===== src/verilog/psr_pkg.sv =====
// Constants for the status and identifier register bank
// Contract
// - Status bit 15 reads zero; four-pair mode unsupported.
// - Status bits 14 and 13 read one; 100BASE-X full and half duplex.
// - Status bits 12 and 11 read one; 10BASE-T full and half duplex.
// - Status bits 10 and 9 read zero; two-pair mode unsupported.
// - Status bit 8 reads one; extended status lives in register 15. This bank does not decode register 15, so it reads zero.
// - Status bit 6 reads one; frames without preamble are accepted.
// - Status bit 5 shows negotiation complete; cleared by either reset.
// - Status bit 4 latches high on remote fault until read; resets zero.
// - Status bit 3 reads one; auto-negotiation ability present.
// - Status bit 2 latches low on link loss until read; resets zero.
// - Second read shows present link; real-time link bit also provided.
// - Status bit 1 latches high on jabber until read; resets zero.
// - Status bit 0 reads one; bit 7 reserved reads zero.
// - Identifier registers carry vendor identifier bits 3-18 and 19-24.
package psr_pkg;
	localparam logic [4:0]  ADDR_STATUS = 5'h01;
	localparam logic [4:0]  ADDR_ID_HI  = 5'h02;
	localparam logic [4:0]  ADDR_ID_LO  = 5'h03;
	localparam logic [4:0]  ADDR_IRQ_ST = 5'h10;
	localparam logic [4:0]  ADDR_IRQ_MK = 5'h11;
	// Fixed status bits: 14,13,12,11,8,6,3,0 set
	localparam logic [15:0] STATUS_FIXED = 16'h7949;
	localparam int BIT_ANEG   = 5;
	localparam int BIT_RFAULT = 4;
	localparam int BIT_LINK   = 2;
	localparam int BIT_JABBER = 1;
	// Arbitrary neutral identity values
	localparam logic [15:0] VENDOR_ID_HI  = 16'h0a5a;
	localparam logic [5:0]  VENDOR_ID_LOW = 6'h15;
	localparam logic [5:0]  MODEL_NUM     = 6'h01;
	localparam logic [3:0]  REVISION_NUM  = 4'h0;
	// Interrupt event bits
	localparam int IRQ_RFAULT = 0;
	localparam int IRQ_LINKDN = 1;
	localparam int IRQ_JABBER = 2;
	localparam int IRQ_ANEG   = 3;
	localparam logic [3:0]  IRQ_RESET = 4'h0;
endpackage


===== src/verilog/psr_regs.sv =====
// Status, identifier and event registers of the copper PHY
//
// The plain strobed port was left to the implementer.
`timescale 1ns/1ns
module psr_regs (
	input  wire logic        core_clk,
	input  wire logic        rst_b,
	input  wire logic        sw_reset,
	input  wire logic [4:0]  reg_addr,
	input  wire logic [15:0] reg_wdata,
	input  wire logic        reg_wr,
	input  wire logic        reg_rd,
	output logic      [15:0] reg_rdata,
	input  wire logic        aneg_done,
	input  wire logic        remote_fault,
	input  wire logic        link_up,
	input  wire logic        jabber,
	output logic             link_real_time,
	output logic             irq
);
	logic        aneg_q;
	logic        rfault_q;
	logic        link_q;
	logic        jabber_q;
	logic [3:0]  irq_st_q;
	logic [3:0]  irq_mk_q;
	logic [3:0]  irq_ev;
	logic        link_prev_q;
	logic        rd_status;
	logic [15:0] status_word;
	logic [15:0] rdata_d;

	assign rd_status = reg_rd && (reg_addr == psr_pkg::ADDR_STATUS);

	always_comb begin
		status_word = psr_pkg::STATUS_FIXED;
		status_word[psr_pkg::BIT_ANEG]   = aneg_q;
		status_word[psr_pkg::BIT_RFAULT] = rfault_q;
		status_word[psr_pkg::BIT_LINK]   = link_q;
		status_word[psr_pkg::BIT_JABBER] = jabber_q;
	end

	// Negotiation state, cleared by either reset
	always_ff @(posedge core_clk or negedge rst_b) begin
		if (!rst_b) begin
			aneg_q <= 1'b0;
		end else if (sw_reset) begin
			aneg_q <= 1'b0;
		end else begin
			aneg_q <= aneg_done;
		end
	end

	// Latch-high and latch-low bits; a read reloads from the live value
	always_ff @(posedge core_clk or negedge rst_b) begin
		if (!rst_b) begin
			rfault_q <= 1'b0;
			link_q   <= 1'b0;
			jabber_q <= 1'b0;
		end else if (sw_reset) begin
			rfault_q <= 1'b0;
			link_q   <= 1'b0;
			jabber_q <= 1'b0;
		end else if (rd_status) begin
			rfault_q <= remote_fault;
			link_q   <= link_up;
			jabber_q <= jabber;
		end else begin
			rfault_q <= rfault_q | remote_fault;
			link_q   <= link_q & link_up;
			jabber_q <= jabber_q | jabber;
		end
	end

	always_ff @(posedge core_clk or negedge rst_b) begin
		if (!rst_b) begin
			link_real_time <= 1'b0;
			link_prev_q    <= 1'b0;
		end else begin
			link_real_time <= link_up;
			link_prev_q    <= link_up;
		end
	end

	always_comb begin
		irq_ev = 4'h0;
		irq_ev[psr_pkg::IRQ_RFAULT] = remote_fault;
		irq_ev[psr_pkg::IRQ_LINKDN] = link_prev_q & ~link_up;
		irq_ev[psr_pkg::IRQ_JABBER] = jabber;
		irq_ev[psr_pkg::IRQ_ANEG]   = aneg_done & ~aneg_q;
	end

	// Sticky events, set wins over write-one-to-clear
	always_ff @(posedge core_clk or negedge rst_b) begin
		if (!rst_b) begin
			irq_st_q <= psr_pkg::IRQ_RESET;
		end else if (reg_wr && reg_addr == psr_pkg::ADDR_IRQ_ST) begin
			irq_st_q <= (irq_st_q & ~reg_wdata[3:0]) | irq_ev;
		end else begin
			irq_st_q <= irq_st_q | irq_ev;
		end
	end

	always_ff @(posedge core_clk or negedge rst_b) begin
		if (!rst_b) begin
			irq_mk_q <= psr_pkg::IRQ_RESET;
		end else if (reg_wr && reg_addr == psr_pkg::ADDR_IRQ_MK) begin
			irq_mk_q <= reg_wdata[3:0];
		end
	end

	always_ff @(posedge core_clk or negedge rst_b) begin
		if (!rst_b) begin
			irq <= 1'b0;
		end else begin
			irq <= |(irq_st_q & irq_mk_q);
		end
	end

	// Writes to status and identifiers have no effect
	always_comb begin
		rdata_d = 16'h0000;
		if (reg_rd) begin
			unique case (reg_addr)
				psr_pkg::ADDR_STATUS: rdata_d = status_word;
				psr_pkg::ADDR_ID_HI:  rdata_d = psr_pkg::VENDOR_ID_HI;
				psr_pkg::ADDR_ID_LO:  rdata_d = {psr_pkg::VENDOR_ID_LOW,
					psr_pkg::MODEL_NUM, psr_pkg::REVISION_NUM};
				psr_pkg::ADDR_IRQ_ST: rdata_d = {12'h000, irq_st_q};
				psr_pkg::ADDR_IRQ_MK: rdata_d = {12'h000, irq_mk_q};
				default:              rdata_d = 16'h0000;
			endcase
		end
	end

	always_ff @(posedge core_clk or negedge rst_b) begin
		if (!rst_b) begin
			reg_rdata <= 16'h0000;
		end else begin
			reg_rdata <= rdata_d;
		end
	end

	a_fixed_bits: assert property (@(posedge core_clk) disable iff (!rst_b)
		$past(rd_status) |-> (reg_rdata & 16'hffc9) == 16'h7949)
		else $error("fixed status bits wrong");
	a_rfault_hold: assert property (@(posedge core_clk) disable iff (!rst_b)
		(rfault_q && !rd_status && !sw_reset) |=> rfault_q)
		else $error("remote fault latch dropped");
	a_jabber_hold: assert property (@(posedge core_clk) disable iff (!rst_b)
		(jabber && !sw_reset) |=> jabber_q)
		else $error("jabber not latched");
	a_link_low: assert property (@(posedge core_clk) disable iff (!rst_b)
		(!link_up && !sw_reset) |=> !link_q)
		else $error("link loss not latched");
	a_link_reload: assert property (@(posedge core_clk) disable iff (!rst_b)
		(rd_status && !sw_reset) |=> link_q == $past(link_up))
		else $error("link bit not reloaded on read");
	a_aneg_clear: assert property (@(posedge core_clk) disable iff (!rst_b)
		sw_reset |=> !aneg_q)
		else $error("negotiation bit not cleared");
	a_id_words: assert property (@(posedge core_clk) disable iff (!rst_b)
		(reg_rd && reg_addr == psr_pkg::ADDR_ID_LO) |=>
		reg_rdata[15:10] == psr_pkg::VENDOR_ID_LOW)
		else $error("identifier low wrong");
	a_model_rev: assert property (@(posedge core_clk) disable iff (!rst_b)
		(reg_rd && reg_addr == psr_pkg::ADDR_ID_LO) |=>
		reg_rdata[9:0] == {psr_pkg::MODEL_NUM, psr_pkg::REVISION_NUM})
		else $error("model or revision wrong");
	a_wr_ignored: assert property (@(posedge core_clk) disable iff (!rst_b)
		(reg_wr && reg_addr == psr_pkg::ADDR_STATUS && !sw_reset &&
		!remote_fault && !rfault_q) |=> !rfault_q)
		else $error("write changed status");
	c_rfault: cover property (@(posedge core_clk) rfault_q && rd_status);
	c_link_loss: cover property (@(posedge core_clk) link_prev_q && !link_up);
	c_irq: cover property (@(posedge core_clk) irq);
endmodule


===== config.mk =====
export PLATFORM = sky130hd
export DESIGN_NAME = psr_regs
export DESIGN_NICKNAME = d
export VERILOG_FILES = /design/src/verilog/psr_pkg.sv /design/src/verilog/psr_regs.sv
export SDC_FILE = /design/constraint.sdc
export NUM_CORES = 1
export LEC_CHECK = 0
export BUFFER_PORTS_ARGS = -buffer_cell sky130_fd_sc_hd__buf_2
export CORE_MARGIN = 3
export CORE_UTILIZATION = 52
export CTS_BUF_LIST = sky130_fd_sc_hd__clkbuf_4
export DETAILED_ROUTE_END_ITERATION = 10
export MAX_ROUTING_LAYER = met4
export PLACE_DENSITY = 0.86
export SLEW_MARGIN = 20
export SYNTH_ARGS = -nofsm -noshare
export SYNTH_HDL_FRONTEND = slang
export SYNTH_SLANG_ARGS = --single-unit

===== constraint.sdc =====
create_clock -name core_clk -period 2.6 [get_ports core_clk]
set_clock_uncertainty 0.05 [all_clocks]
set_input_delay 0.13 -clock core_clk [delete_from_list [all_inputs] [get_ports core_clk]]
set_output_delay 0.13 -clock core_clk [all_outputs]
set_load 0.02 [all_outputs]

==> flow_metrics.py <==
metrics = {
    "yosys": {
        "synth_seq_cells": 25,
        "yosysSeqAreaShare_pct": 54.5,
        "synth.yosys.warnings": 0,
        "synth_top_cell_by_area": "dfrtp_1",
        "synth_cell_types": 36,
        "syn_area_per_cell_um2": 11.6,
        "syn-cell-area_um2": 1150,
        "synth.top_cell.area_share_pct": 54.5,
        "synthCells": 99,
        "synth_area_leaders": "dfrtp_1, mux2_4, buf_4",
    },
    "min_path": {
        "hold_class": "in2reg",
    },
    "cells_and_area": {
        "drive_gt1_share_pct": 35.3,
        "syn2layout_area_growth_pct": 19.0,
        "layout_commonest_cell": "buf_2",
        "antenna_cells": 0,
        "num-nets-final": 164,
        "final_util_pct": 67.6,
        "n_fill_cell": 154,
        "final_cell_mix": "buf_2, dfrtp_1, nand2_1",
    },
    "floorplan": {
        "coreArea_um2": 2020,
        "die_area_um2": 2810,
        "io_pins": 48,
        "num_rows": 16,
        "die_h_um": 53,
        "die_width_um": 53,
        "start_util_pct": 56.8,
    },
    "placed_design": {
        "place.port_buffers": 33,
        "dp_hpwl_mm": 1.65,
        "place_congestion": 0.837,
    },
    "clock_tree": {
        "cts_buffers": 3,
        "cts_tree": "done",
        "cts_setup_buffers": 0,
        "root_buffer": "clkbuf_4",
        "clock_latency_ns": 0.31,
        "clk_path_buf_depth": 2,
        "cts_sinks": 25,
        "htreeDepth": 1,
        "clkTransAtPathRegs_ns": 0.12,
    },
    "pwr": {
        "power_leakage_uw": 0.000708,
        "power_frac_comb_pct": 16.5,
        "pwr-share-seq_pct": 59.2,
        "clkPwrFrac_pct": 24.4,
        "p_sw_uw": 185,
        "switching_share_pct": 25.5,
        "p_int_uw": 539,
        "power_uw": 724,
        "p_per_area_nw_per_um2": 530,
        "peakVddDrop_v": 0.000368,
    },
    "drt": {
        "dr.pass1.iters": 5,
        "post-route-drc-count": 0,
        "drt_wl_total_mm": 2.34,
        "postRouteAntennaNets": 0,
        "routed_via_density": 5.45,
        "vias": 872,
        "drtIter0Drc": 21,
        "routedWlPerCell_um": 14.6,
    },
    "flow_run": {
        "max-cap-violations": 0,
    },
    "critical_path": {
        "r2r-end": "reg_rdata[2]",
        "crit_arrival_ns": 1.26,
        "timing.rr.start": "irq_mk_q[2]",
        "path_cells": "mux2_1, a32oi_1, nor2_1",
        "start_kind": "flip-flop",
        "r2r_slack_ns": 1.50,
        "cp-endpoint": "reg_rdata[2]",
        "critical_path_required_ns": 2.75,
        "worstSetupPathType": "reg2reg",
        "slowest_delay_ns": 0.43,
        "rr_worst_depth": 3,
        "end_kind": "flip-flop",
        "critPathMaxFanout": 3,
        "crit_slowest_cell": "dfrtp_1",
        "startpoint": "irq_mk_q[2]",
    },
    "global_route": {
        "grt_pass1_vias": 844,
        "grt_antenna_before_repair": 0,
        "grt-ovfl-total": 0,
        "grt_max_degree": 26,
        "grt_pass1_wl_mm": 3.77,
        "grtUsageTotal_pct": 18.9,
    },
    "timing": {
        "grt_setup_unrepaired": "false",
        "slew_viol_final": 0,
        "final.setup.tns_ns": 0,
        "hold_violations": 0,
        "whs_ns": 0.0126,
        "fin_crit_ns": 1.10,
        "worst_pin_slew_ns": 0.532,
        "slew_headroom_pct": 64.5,
        "setup_viol": 0,
        "max_freq_mhz": 907,
        "min_period_over_period_pct": 42.4,
    },
    "outcome": {
        "status": "completed",
    },
}
==> worst min-delay path by stage <==
stage                      start             to  slack (ns)  cells after the start
detailed placement         rst_b  reg_rdata[12]        0.09                      1
floorplan                  rst_b         aneg_q       -0.22                      0
CTS                       reg_rd  reg_rdata[10]       0.003                      3
global placement           rst_b  reg_rdata[12]        0.08                      1
global route        reg_wdata[0]    irq_mk_q[0]       0.004                      2
finish              reg_wdata[1]    irq_mk_q[1]        0.01                      2
==> power groups by stage <==
stage	clock network (uW)	registers [uW]	logic [uW]
global route	196	431	131
finish	176	428	119
global placement	0	433	107
floorplan	0	440	66.0
CTS	179	428	118
detailed placement	0	435	111
==> cell type report <==
class / count / area [um2] / share of cell area [%]
clock buffers: 4 / 30.0 / 2.20
inverters: 4 / 15.0 / 1.10
multi-input cells: 61 / 437 / 32.0
flip-flops and latches: 25 / 626 / 45.8
well taps: 27 / 33.8 / 2.47
repair buffers: 39 / 225 / 16.5
==> synthesized netlist by cell type, drive strengths merged <==
master	instances
dfrtp	25
buf	10
nand2	8
mux2	6
nand3	6
nor2	6
a21oi	4
inv	4
and3	3
a21o	2
a22o	2
a22oi	2
and3b	2
nor2b	2
nor3	2
o21ai	2
o2bb2ai	2
a32oi	1
and2	1
and2b	1
conb	1
nand3b	1
nand4	1
nor4b	1
o211a	1
o21ba	1
or3	1
xnor2	1
==> metrics by stage <==
step | area, um2 | setup WS, ns | std cells
finish | 1370 | 1.50 | 160
global route | 1370 | 1.44 | 160
CTS | 1360 | 1.52 | 159
detailed placement | 1280 | 1.22 | 150
global placement | 1280 | 1.22 | 150
floorplan | 1150 | 1.30 | 100
==> critical path, delay by kind of cell (launching register included) <==
family	cells	cell delay [ns]
DFF	1	0.43
muxes	1	0.31
AOI/OAI and AO/OA	1	0.15
and+or+nand+nor	1	0.06
==> logic make-up after synthesis <==
group	count (synthesis)	share of synthesized area, %
AO/OA/AOI/OAI	17	10.8
AND/OR/NAND/NOR	35	18.6
multiplexers	6	7.19
flip-flops	25	54.5
buffers and inverters	14	7.84
other	1	0.326
XOR/XNOR	1	0.763
==> routing by layer <==
metal,vias to the layer above,share of wire [%],GRT usage [%]
li1,403,-,-
met1,418,41,24.5
met2,47,51,29.3
met3,4,6.1,1.69
met4,0,1.3,10.2
met5,-,0,-
==> registers in the layout, summed over array words and instances, names as in the netlist <==
name	count
rfault_q	1
link_prev_q	1
irq	1
aneg_q	1
reg_rdata	11
jabber_q	1
irq_st_q	4
link_q	1
irq_mk_q	4
==> timing repair <==
| item | in CTS | in global routing |
|---|---|---|
| hold buffers | 5 | 1 |
| endpoints found under the hold margin | 31 | 1 |
| resized for setup | 0 | 0 |
(Power assumes the default switching activity.)
